`config.mk`:
```
export PLATFORM = sky130hd
export DESIGN_NAME = bwc_regs
export DESIGN_NICKNAME = d
export VERILOG_FILES = /design/src/verilog/bwc_pkg.sv /design/src/verilog/bwc_win_if.sv /design/src/verilog/bwc_window_cmp.sv /design/src/verilog/bwc_regs.sv
export SDC_FILE = /design/constraint.sdc
export NUM_CORES = 1
export LEC_CHECK = 0
export BUFFER_PORTS_ARGS = -buffer_cell sky130_fd_sc_hd__buf_2
export CAP_MARGIN = 20
export CORE_MARGIN = 8
export CORE_UTILIZATION = 35
export CTS_BUF_LIST = sky130_fd_sc_hd__clkbuf_2
export CTS_CLUSTER_SIZE = 30
export DETAILED_ROUTE_END_ITERATION = 8
export PLACE_DENSITY = 0.56
export SLEW_MARGIN = 10
export SYNTH_ARGS = -nofsm -noshare
export SYNTH_HDL_FRONTEND = slang
export SYNTH_SLANG_ARGS = --single-unit
```
`constraint.sdc`:
```
create_clock -name pclk -period 4.04 [get_ports pclk]
set_input_delay 0.808 -clock pclk [delete_from_list [all_inputs] [get_ports pclk]]
set_output_delay 0.808 -clock pclk [all_outputs]
set_load 0.03 [all_outputs]
```
`src/verilog/bwc_pkg.sv`:
```
// Constants for the bridge window configuration registers
//
// How it works
// - Bits 19:16 of the prefetchable limit register are read-only and always read 1h (64-bit).
// - Limit bits 31:20 at 24h are writable, give top address bits 31:20, reset 000h.
// - The 20 low bits of the prefetchable top address are taken as all ones, not stored.
// - The 32-bit writable register at 28h gives bits 63:32 of the prefetchable bottom address.
// - The 32-bit writable register at 2Ch gives bits 63:32 of the prefetchable top address.
// - Bits 15:0 at 30h are writable, give I/O bottom address bits 31:16, reset zero.
// - Bits 31:16 at 30h are writable, give I/O top address bits 31:16, reset zero.
// - Bits 7:0 at 34h are a read-only capability pointer that reads 40h.
// - The 20 low bits of the prefetchable bottom address are taken as zero.
package bwc_pkg;

  ////////////////////////////////////////////////////////////////////////////
  // Register offsets (byte addresses)
  localparam logic [7:0] OFF_PREF_TOP_LOW = 8'h24;
  localparam logic [7:0] OFF_PREF_BOT_HIGH = 8'h28;
  localparam logic [7:0] OFF_PREF_TOP_HIGH = 8'h2c;
  localparam logic [7:0] OFF_IO_HIGH = 8'h30;
  localparam logic [7:0] OFF_CAP_START = 8'h34;
  localparam logic [7:0] OFF_IRQ_SCRATCH = 8'h3c;

  ////////////////////////////////////////////////////////////////////////////
  // Field positions
  localparam int LIMIT_LSB = 20;
  localparam int LIMIT_MSB = 31;
  localparam int ADDR64_LSB = 16;
  localparam int ADDR64_MSB = 19;
  localparam int IO_BOT_LSB = 0;
  localparam int IO_BOT_MSB = 15;
  localparam int IO_TOP_LSB = 16;
  localparam int IO_TOP_MSB = 31;
  localparam int CAP_MSB = 7;
  localparam int IRQ_MSB = 7;

  ////////////////////////////////////////////////////////////////////////////
  // Reset values and fixed field contents
  localparam logic [11:0] RST_PREF_LIMIT = 12'h000;
  localparam logic [31:0] RST_PREF_BOT_HIGH = 32'h0000_0000;
  localparam logic [31:0] RST_PREF_TOP_HIGH = 32'h0000_0000;
  localparam logic [15:0] RST_IO_BOT_HIGH = 16'h0000;
  localparam logic [15:0] RST_IO_TOP_HIGH = 16'h0000;
  localparam logic [7:0] RST_IRQ_SCRATCH = 8'h00;
  localparam logic [3:0] ADDR64_CODE = 4'h1;
  localparam logic [7:0] CAP_START_VAL = 8'h40;
  localparam logic [19:0] TOP_LOW_FILL = 20'hf_ffff;
  localparam logic [19:0] BOT_LOW_FILL = 20'h0_0000;

endpackage

```
`src/verilog/bwc_win_if.sv`:
```
// Window bounds and hit carried between the register bank and the comparator
`timescale 1ns/10ps
interface bwc_win_if;
  logic [63:0] bottom;
  logic [63:0] top;
  logic [63:0] addr;
  logic hit;

  modport cfg (output bottom, output top, output addr, input hit);
  modport cmp (input bottom, input top, input addr, output hit);
endinterface

```
`src/verilog/bwc_window_cmp.sv`:
```
// Inclusive range compare of one address against one window
`timescale 1ns/10ps
module bwc_window_cmp (
  bwc_win_if.cmp win
);

  // Bottom above top gives an empty window, nothing hits
  always_comb begin
    win.hit = (win.addr >= win.bottom) && (win.addr <= win.top);
  end

endmodule

```
`src/verilog/bwc_regs.sv`:
```
// Bridge window configuration registers with APB access and window hit flags
`timescale 1ns/10ps
module bwc_regs (
  input wire logic pclk,
  input wire logic presetn,
  input wire logic psel,
  input wire logic penable,
  input wire logic pwrite,
  input wire logic [7:0] paddr,
  input wire logic [31:0] pwdata,
  input wire logic [3:0] pstrb,
  output logic [31:0] prdata,
  output logic pready,
  output logic pslverr,
  input wire logic [11:0] pref_base_field,
  input wire logic [15:0] io_bottom_low,
  input wire logic [15:0] io_top_low,
  input wire logic [63:0] mem_addr,
  input wire logic [31:0] io_addr,
  output logic pref_hit,
  output logic io_hit
);

  ////////////////////////////////////////////////////////////////////////////
  // Register state

  logic [11:0] pref_limit_r;
  logic [31:0] pref_bot_high_r;
  logic [31:0] pref_top_high_r;
  logic [15:0] io_bot_high_r;
  logic [15:0] io_top_high_r;
  logic [7:0] irq_scratch_r;
  logic [31:0] prdata_r;
  logic pready_r;
  logic pslverr_r;
  logic pref_hit_r;
  logic io_hit_r;

  logic pready_nxt;
  logic [31:0] rd_word;
  logic [31:0] wr_word;
  logic addr_hit;
  logic wr_en;
  logic [7:0] word_addr;

  ////////////////////////////////////////////////////////////////////////////
  // Byte-lane merge of write data into the current word

  function automatic logic [31:0] lane_merge(
    input logic [31:0] old_word,
    input logic [31:0] new_word,
    input logic [3:0] strb
  );
    logic [31:0] res;
    res = old_word;
    for (int b = 0; b < 4; b++) begin
      if (strb[b]) begin
        res[b*8 +: 8] = new_word[b*8 +: 8];
      end
    end
    return res;
  endfunction

  ////////////////////////////////////////////////////////////////////////////
  // Address decode and read mux

  assign word_addr = {paddr[7:2], 2'b00};

  always_comb begin
    rd_word = 32'h0000_0000;
    addr_hit = 1'b1;
    if (word_addr == bwc_pkg::OFF_PREF_TOP_LOW) begin
      rd_word[bwc_pkg::LIMIT_MSB:bwc_pkg::LIMIT_LSB] = pref_limit_r;
      rd_word[bwc_pkg::ADDR64_MSB:bwc_pkg::ADDR64_LSB] = bwc_pkg::ADDR64_CODE;
    end else if (word_addr == bwc_pkg::OFF_PREF_BOT_HIGH) begin
      rd_word = pref_bot_high_r;
    end else if (word_addr == bwc_pkg::OFF_PREF_TOP_HIGH) begin
      rd_word = pref_top_high_r;
    end else if (word_addr == bwc_pkg::OFF_IO_HIGH) begin
      rd_word[bwc_pkg::IO_BOT_MSB:bwc_pkg::IO_BOT_LSB] = io_bot_high_r;
      rd_word[bwc_pkg::IO_TOP_MSB:bwc_pkg::IO_TOP_LSB] = io_top_high_r;
    end else if (word_addr == bwc_pkg::OFF_CAP_START) begin
      rd_word[bwc_pkg::CAP_MSB:0] = bwc_pkg::CAP_START_VAL;
    end else if (word_addr == bwc_pkg::OFF_IRQ_SCRATCH) begin
      rd_word[bwc_pkg::IRQ_MSB:0] = irq_scratch_r;
    end else begin
      addr_hit = 1'b0;
    end
  end

  // Unstrobed bytes come back unchanged from rd_word; read-only fields are never stored, so writes cannot touch them
  assign wr_word = lane_merge(rd_word, pwdata, pstrb);

  ////////////////////////////////////////////////////////////////////////////
  // APB handshake: one wait state, answer in the second access cycle

  assign pready_nxt = psel && penable && !pready_r;
  assign wr_en = psel && penable && pready_r && pwrite && addr_hit;

  always_ff @(posedge pclk or negedge presetn) begin
    if (!presetn) begin
      pready_r <= 1'b0;
    end else begin
      pready_r <= pready_nxt;
    end
  end

  // Read data and error are loaded on the same edge that raises pready and held with it
  always_ff @(posedge pclk or negedge presetn) begin
    if (!presetn) begin
      prdata_r <= 32'h0000_0000;
      pslverr_r <= 1'b0;
    end else if (pready_nxt) begin
      prdata_r <= pwrite ? 32'h0000_0000 : rd_word;
      pslverr_r <= !addr_hit;
    end else begin
      pslverr_r <= 1'b0;
    end
  end

  ////////////////////////////////////////////////////////////////////////////
  // Writable registers

  always_ff @(posedge pclk or negedge presetn) begin
    if (!presetn) begin
      pref_limit_r <= bwc_pkg::RST_PREF_LIMIT;
    end else if (wr_en && word_addr == bwc_pkg::OFF_PREF_TOP_LOW) begin
      pref_limit_r <= wr_word[bwc_pkg::LIMIT_MSB:bwc_pkg::LIMIT_LSB];
    end
  end

  always_ff @(posedge pclk or negedge presetn) begin
    if (!presetn) begin
      pref_bot_high_r <= bwc_pkg::RST_PREF_BOT_HIGH;
    end else if (wr_en && word_addr == bwc_pkg::OFF_PREF_BOT_HIGH) begin
      pref_bot_high_r <= wr_word;
    end
  end

  always_ff @(posedge pclk or negedge presetn) begin
    if (!presetn) begin
      pref_top_high_r <= bwc_pkg::RST_PREF_TOP_HIGH;
    end else if (wr_en && word_addr == bwc_pkg::OFF_PREF_TOP_HIGH) begin
      pref_top_high_r <= wr_word;
    end
  end

  always_ff @(posedge pclk or negedge presetn) begin
    if (!presetn) begin
      io_bot_high_r <= bwc_pkg::RST_IO_BOT_HIGH;
      io_top_high_r <= bwc_pkg::RST_IO_TOP_HIGH;
    end else if (wr_en && word_addr == bwc_pkg::OFF_IO_HIGH) begin
      io_bot_high_r <= wr_word[bwc_pkg::IO_BOT_MSB:bwc_pkg::IO_BOT_LSB];
      io_top_high_r <= wr_word[bwc_pkg::IO_TOP_MSB:bwc_pkg::IO_TOP_LSB];
    end
  end

  // Scratch byte for software only; only the APB read mux reads it, no window logic uses it
  always_ff @(posedge pclk or negedge presetn) begin
    if (!presetn) begin
      irq_scratch_r <= bwc_pkg::RST_IRQ_SCRATCH;
    end else if (wr_en && word_addr == bwc_pkg::OFF_IRQ_SCRATCH) begin
      irq_scratch_r <= wr_word[bwc_pkg::IRQ_MSB:0];
    end
  end

  ////////////////////////////////////////////////////////////////////////////
  // Window assembly and compare

  bwc_win_if pref_win ();
  bwc_win_if io_win ();

  assign pref_win.bottom = {pref_bot_high_r, pref_base_field, bwc_pkg::BOT_LOW_FILL};
  assign pref_win.top = {pref_top_high_r, pref_limit_r, bwc_pkg::TOP_LOW_FILL};
  assign pref_win.addr = mem_addr;

  // I/O space is 32 bits; upper half of the compare is zero
  assign io_win.bottom = {32'h0000_0000, io_bot_high_r, io_bottom_low};
  assign io_win.top = {32'h0000_0000, io_top_high_r, io_top_low};
  assign io_win.addr = {32'h0000_0000, io_addr};

  bwc_window_cmp u_pref_cmp (
    .win(pref_win.cmp)
  );

  bwc_window_cmp u_io_cmp (
    .win(io_win.cmp)
  );

  // Registered so the hit outputs come from flops; one cycle behind the address
  always_ff @(posedge pclk or negedge presetn) begin
    if (!presetn) begin
      pref_hit_r <= 1'b0;
      io_hit_r <= 1'b0;
    end else begin
      pref_hit_r <= pref_win.hit;
      io_hit_r <= io_win.hit;
    end
  end

  ////////////////////////////////////////////////////////////////////////////
  // Outputs

  assign prdata = prdata_r;
  assign pready = pready_r;
  assign pslverr = pslverr_r;
  assign pref_hit = pref_hit_r;
  assign io_hit = io_hit_r;
endmodule

```
==> results of run 1 <==
## worst max-delay path, cell delays in order
cell     delay (ns)
buf_2          0.12
nor4b_2        0.61
nand3_1        0.60
nor2_4         0.69
buf_4          0.35
nand2_1        0.07
o21ai_0        0.07
## cell type report
cell class / count / area (um^2) / area share [%]
Multi-Input combinational cell: 753 / 5770 / 47.1
Sequential cell: 152 / 3800 / 31.1
Timing Repair Buffer: 239 / 1240 / 10.2
Inverter: 176 / 661 / 5.40
Tap cell: 390 / 488 / 3.99
Clock inverter: 15 / 176 / 1.44
Clock buffer: 17 / 85.1 / 0.696
Antenna cell: 2 / 5.00 / 0.0409
## synthesized netlist by cell type, types with 5 or more instances
cell      number  area share [%]
a222oi_1      23             2.2
nor2_1        40             1.4
nand4_1       33             2.0
mux2i_1       30             2.9
a22o_1        16             1.3
mux2_2        51             5.5
clkbuf_1      20            0.72
o21a_1         7            0.50
nand3_1       11            0.53
a22oi_1        7            0.50
buf_2         12            0.57
o21ai_1       11            0.53
a21o_1         8            0.57
nand2b_1       5            0.30
dfrtp_1      152              36
nor3_1         7            0.34
ha_1         152              18
and2_1         5            0.30
o21ai_0      100             4.8
a32oi_1        7            0.59
inv_1        176             6.3
a21oi_1       69             3.3
buf_4          6            0.43
nor4_1        11            0.66
a211oi_1      11            0.79
nand2_1       94             3.4
## report_power, final
group / internal, W / total (W) / switching [W] / leakage (nW)
sequential: 0.00153 / 0.00154 / 0.00000487 / 1.92
combinational: 0.000202 / 0.000490 / 0.000288 / 4.14
clock: 0.000347 / 0.000947 / 0.000601 / 0.142
total: 0.00208 / 0.00298 / 0.000893 / 6.20
## per-stage QoR
step                      instance area [um^2]  hold slack (ns)  setup slack, ns  instances
after global placement                   12000            0.461            0.724       1710
after global routing                     12200           0.0670             1.33       1743
final                                    12200            0.130             1.36       1744
after detailed placement                 12000            0.468            0.683       1710
after CTS                                12200           0.0874             1.51       1742
after floorplan                          10400            0.450             1.39       1125
## path summary, 6_finish.rpt
check	endpoint	slack, ns	cells after the start	startpoint
hold reg to reg	irq_scratch_r[2]	0.51	2	irq_scratch_r[2]
hold / removal	io_top_high_r[11]	0.13	1	presetn
setup / recovery	pref_bot_high_r[10]	1.36	7	paddr[4]
min in group pclk	pref_limit_r[7]	0.29	2	pwdata[27]
max in group asynchronous	irq_scratch_r[6]	3.03	2	presetn
setup reg to reg	pref_hit	1.53	8	pref_top_high_r[13]
## metal layers
| metal | global-route usage [%] | routed length (um) | vias to the layer above |
|---|---|---|---|
| li1 | - | - | 4470 |
| met1 | 24.7 | 15500 | 4321 |
| met2 | 31.5 | 15700 | 306 |
| met3 | 4.09 | 2030 | 36 |
| met4 | 4.60 | 542 | 0 |
| met5 | 0 | 0 | - |
## flip-flops by register name (all words and copies together), names as in the netlist
signal,count
prdata,32
pref_bot_high_r,32
pref_top_high_r,32
io_bot_high_r,16
io_top_high_r,16
pref_limit_r,12
irq_scratch_r,8
io_hit,1
pready,1
pref_hit,1
pslverr,1
## cells in the final DEF, fill, tap and decap left out, types with 8 or more instances in the layout
cell type	synthesis	final
nor4_1	11	11
dfrtp_1	152	152
o21ai_0	100	100
a211oi_1	11	11
nor2_1	40	39
o21ai_1	11	11
clkbuf_2	0	17
mux2i_1	30	30
a21o_1	8	8
nand3_1	11	11
buf_2	12	221
nand4_1	33	33
a22o_1	16	16
inv_1	176	176
ha_1	152	152
buf_4	6	17
mux2_2	51	51
a21oi_1	69	69
a222oi_1	23	23
nand2_1	94	94
## cells by family (layout without fill, tap and decap cells)
| group | after synthesis | count (layout) | synth area share [%] |
|---|---|---|---|
| XOR/XNOR | 1 | 1 | 0.0838 |
| multiplexers | 81 | 81 | 8.37 |
| buffers and inverters | 220 | 447 | 8.48 |
| AND/OR/NAND/NOR | 224 | 224 | 10.3 |
| adder cells (fa/ha/maj) | 152 | 152 | 18.2 |
| flip-flops | 152 | 152 | 36.4 |
| AO/OA/AOI/OAI | 295 | 295 | 18.1 |
| other | 0 | 2 | 0 |
==> reports/results.tsv, run 1 <==
metric	value	unit
cts_tree	yes	
fin_nets	1680	
drc	0	
synthToLayoutAreaGrowth	17.1	%
gp_congestion	0.877	
synth_area	10400	um^2
cp.arrival	3.34	ns
drtIter0Drc	610	
period_share	66.4	%
setup_viol	0	
ys.flop_type	dfrtp_1	
dieHeight	189	um
max_cap_violations	0	
finalHoldViolations	0	
wl	33700	um
clock_sinks	152	
fin_util	41.5	%
hold_buffers	0	
row_count	63	
grt_start_max_net_pins	89	
syn_area_per_cell	9.29	um^2
powerDensity	243	nW/um^2
clk_latency	0.74	ns
drive_above_1_share	24.1	%
first_global_vias	9683	
cp-end-kind	register	
worst_pin_slew	0.942	ns
core_area	29500	um^2
async_flop_share	100	%
crit_type	in -> reg	
yosysSeqAreaShare	36.4	%
grt_use_total	18.9	%
crit_fanout	22	
ctsHtreeMaxLevel	4	
fin_worst_skew	0.0322	ns
rsz0062_at_grt	false	
slew-limit-headroom	37.2	%
clk_pin_slew	0.24	ns
drt_pass1_iterations	5	
post_drt_wl_per_cell	19.3	um
cts_resized	0	
synth_nets	1466	
start_kind	input port	
hold_path.class	in -> async	
ant_nets	0	
initial_core_util	35.4	%
status	finished, final reports clean	
peakVddDrop	0.000138	V
io_buffers	222	
grt_pass1_wl	53400	um
dieArea	35600	um^2
synth_seq_cells	152	
via_per_inst	5.24	
synth_edf_count	0	
fillCellCount	3028	
antenna_found_initial	1	
clk_path_buf_depth	2	
die_x	189	um
clockRootBuffer	clkbuf_2	
tns	0	ns
cts_inserted_buffers	17	
fmax	373	MHz
timing.final.max_slew_violations	0	
syn_inst	1125	
yosysWarningCount	0	
post_cts_buffers	0	
io_pins	225	
vias	9133	
leakage	6.20	nW
ys_types	59	
total_power	0.00298	W
period_minus_slack	2.68	ns
hpwlAfterDp	27200	um
required	4.70	ns
globalRoute.totalOverflow	0	
Power figures use the tool's default switching activity.
==> run 2, diff against run 1 <==
ABC_AREA = 1   (was not set)
clock period = 2.7 ns   (was 4.04 ns; I/O delays follow)
==> run 2 against run 1 <==
  * Die area is 6.0% higher
  * First-iteration DRC count is 9.8% higher
  * Hold slack worse by 0.0033 ns
  * Core utilization is 0.051 points lower
  * Routed wire length is 4.8% higher
  * Sequential power is 50% higher
  * Global-route usage is 0.15 points lower
  * Register-to-register slack worse by 0.72 ns
==> reports/results.tsv, run 2 <==
metric	value	unit	change
status	finished, final reports clean		unchanged
fillCellCount	3311		was 3028
required	2.16	ns	was 4.70 ns
total_power	0.00448	W	was 0.00298 W
vias	10400		was 9133
synth_edf_count	0		unchanged
synth_most_common_cell	nand2_1		was inv_1
async_flop_share	100	%	unchanged
first_global_vias	10400		was 9683
grt_pass1_wl	56600	um	was 53400 um
dieHeight	194	um	was 189 um
ctsHtreeMaxLevel	4		unchanged
antenna_found_initial	5		was 1
final_common_cell	nand2_1		was buf_2
max_cap_violations	0		unchanged
initial_core_util	35.4	%	about the same
ant_nets	0		unchanged
clk_path_buf_depth	2		unchanged
ys.flop_type	dfrtp_1		unchanged
core_area	31500	um^2	was 29500 um^2
hold_buffers	1		was 0
gp_congestion	0.855		was 0.877
clock_sinks	152		unchanged
synth_nets	1872		was 1466
fmax	518	MHz	
io_buffers	222		unchanged
cp.arrival	1.39	ns	was 3.34 ns
multi_input_comb_area	6280	um^2	was 5770 um^2
cts_resized	0		unchanged
clockRootBuffer	clkbuf_2		unchanged
fin_nets	2098		was 1680
clk_latency	0.74	ns	about the same
synth_top_area_share	34.2	%	was 36.4%
cp-end-kind	output port		was register
globalRoute.totalOverflow	0		unchanged
stdcell_count	2174		was 1744
yosys-top-cells-area	dfrtp_1 34%, nand2_1 21%, ha_1 17%		was dfrtp_1 36%, ha_1 18%, inv_1 6.3%
finalHoldViolations	0		unchanged
synth_seq_cells	152		unchanged
post_cts_buffers	0		unchanged
die_x	194	um	was 189 um
fin_util	41.4	%	was 41.5%
syn_inst	1531		was 1125
synth_largest_area_cell	dfrtp_1		unchanged
intPower	0.00304	W	was 0.00208 W
crit_type	reg -> out		was in -> reg
rsz0062_at_grt	false		unchanged
cts_inserted_buffers	17		unchanged
synth_area	11100	um^2	was 10400 um^2
yosys-top-cells-count	616 x nand2_1, 218 x inv_1, 152 x dfrtp_1, 152 x ha_1, 73 x nor2_1		was 176 x inv_1, 152 x dfrtp_1, 152 x ha_1, 100 x o21ai_0, 94 x nand2_1
fin_worst_skew	0.0444	ns	was 0.0322 ns
tns	0	ns	unchanged
syn_area_per_cell	7.27	um^2	was 9.29 um^2
yosysSeqAreaShare	34.2	%	was 36.4%
drc	0		unchanged
worst_pin_slew	0.561	ns	was 0.942 ns
wl	35300	um	was 33700 um
clk_pin_slew	0.24	ns	about the same
cts_tree	yes		unchanged
grt_use_total	18.8	%	was 18.9%
period_minus_slack	1.93	ns	
powerDensity	344	nW/um^2	was 243 nW/um^2
grt_start_max_net_pins	71		was 89
sw_frac_of_total	32.2	%	was 30.0%
hpwlAfterDp	28600	um	was 27200 um
crit_fanout	4		was 22
dp.cells	2139		was 1710
combPwrFrac	17.1	%	was 16.5%
drive_above_1_share	17.5	%	was 24.1%
pwr-share-seq	51.5	%	was 51.7%
dieArea	37800	um^2	was 35600 um^2
period_share	71.5	%	
ys_types	36		was 59
synthToLayoutAreaGrowth	17.1	%	about the same
crit_family	flip-flops		was simple AND/OR/NAND/NOR gates
peakVddDrop	0.000210	V	was 0.000138 V
drt_pass1_iterations	5		unchanged
post_drt_wl_per_cell	16.2	um	was 19.3 um
slowest_delay	0.45	ns	was 0.69 ns
drtIter0Drc	670		was 610
leakage	7.46	nW	was 6.20 nW
final-seq-area	3800	um^2	unchanged
slew-limit-headroom	62.6	%	was 37.2%
start_kind	register		was input port
setup_viol	0		unchanged
holdWs	0.126	ns	was 0.130 ns
worstPathCellList	buf_2		was buf_2 -> nor4b_2 -> nand3_1 -> nor2_4 -> buf_4 -> nand2_1 -> o21ai_0
io_pins	225		unchanged
hold_path.class	in -> reg		was in -> async
final_cell_mix	616 x nand2_1, 221 x buf_2, 218 x inv_1, 152 x ha_1, 152 x dfrtp_1		was 221 x buf_2, 176 x inv_1, 152 x ha_1, 152 x dfrtp_1, 100 x o21ai_0
power.switching	0.00145	W	was 0.000893 W
critPathBufInv	1		was 2
pwr-share-clk	31.4	%	was 31.8%
via_per_inst	4.79		was 5.24
timing.final.max_slew_violations	0		unchanged
row_count	65		was 63
critPathSlowestCell	dfrtp_1		was nor2_4
yosysWarningCount	0		unchanged
-- run 2: changes by cell type in the layout (fill, tap and decap cells not counted), moves of 19 or more --
cell	previous run	this run
mux2_2	51	0
mux2i_1	30	0
a222oi_1	23	0
inv_1	176	218
o21ai_0	100	27
nand2_1	94	616
o21ai_1	11	30
nor2_1	39	72
-- run 2: metal layers --
metal | vias to the layer above | share of wire (%) | GRT usage (%)
li1 | 5329 | - | -
met1 | 4771 | 48 | 25.4
met2 | 271 | 45 | 30.0
met3 | 36 | 5.3 | 4.28
met4 | 6 | 1.9 | 4.61
met5 | - | 0.088 | 0
-- run 2: final cells by class --
| type | count | area share [%] |
|---|---|---|
| flip-flops and latches | 152 | 29.2 |
| clock buffers | 17 | 0.652 |
| well taps | 402 | 3.86 |
| inverters | 223 | 6.48 |
| clock inverters | 15 | 1.28 |
| diodes | 2 | 0.0384 |
| repair buffers | 244 | 10.3 |
| multi-input cells | 1119 | 48.2 |
-- run 2: cell families after synthesis --
kind of cell | after synthesis | share of synthesized area [%]
AO/OA/AOI/OAI | 191 | 10.7
flip-flops | 152 | 34.2
AND/OR/NAND/NOR | 776 | 28.6
adder cells (fa/ha/maj) | 152 | 17.1
buffers and inverters | 260 | 9.42
-- run 2: stage by stage --
step,cell area (um^2),worst slack (ns)
2_1_floorplan,11100,0.861
4_1_cts,13000,0.681
3_3_place_gp,12800,0.302
5_1_grt,13000,0.629
3_5_place_dp,12800,0.308
6_report,13000,0.771
-- run 2: path summary, 6_finish.rpt --
| kind | from | depth (start not counted) | slack [ns] | to |
|---|---|---|---|---|
| min reg2reg | io_bot_high_r[12] | 2 | 0.50 | io_bot_high_r[12] |
| max reg2reg | pref_top_high_r[15] | 13 | 0.81 | pref_hit |
| max in group asynchronous | presetn | 3 | 1.56 | pref_bot_high_r[27] |
| max | pready | 1 | 0.77 | pready |
| min in group asynchronous | presetn | 2 | 0.29 | prdata[12] |
| min | penable | 3 | 0.13 | pready |
-- run 2: power by group through the flow --
| stage | Clock (W) | Combinational [W] | Sequential [W] |
|---|---|---|---|
| after floorplan | 0 | 0.000379 | 0.00237 |
| after global placement | 0 | 0.000757 | 0.00235 |
| after detailed placement | 0 | 0.000774 | 0.00235 |
| after CTS | 0.00145 | 0.000780 | 0.00231 |
| after global routing | 0.00154 | 0.000883 | 0.00231 |
| final | 0.00141 | 0.000768 | 0.00231 |
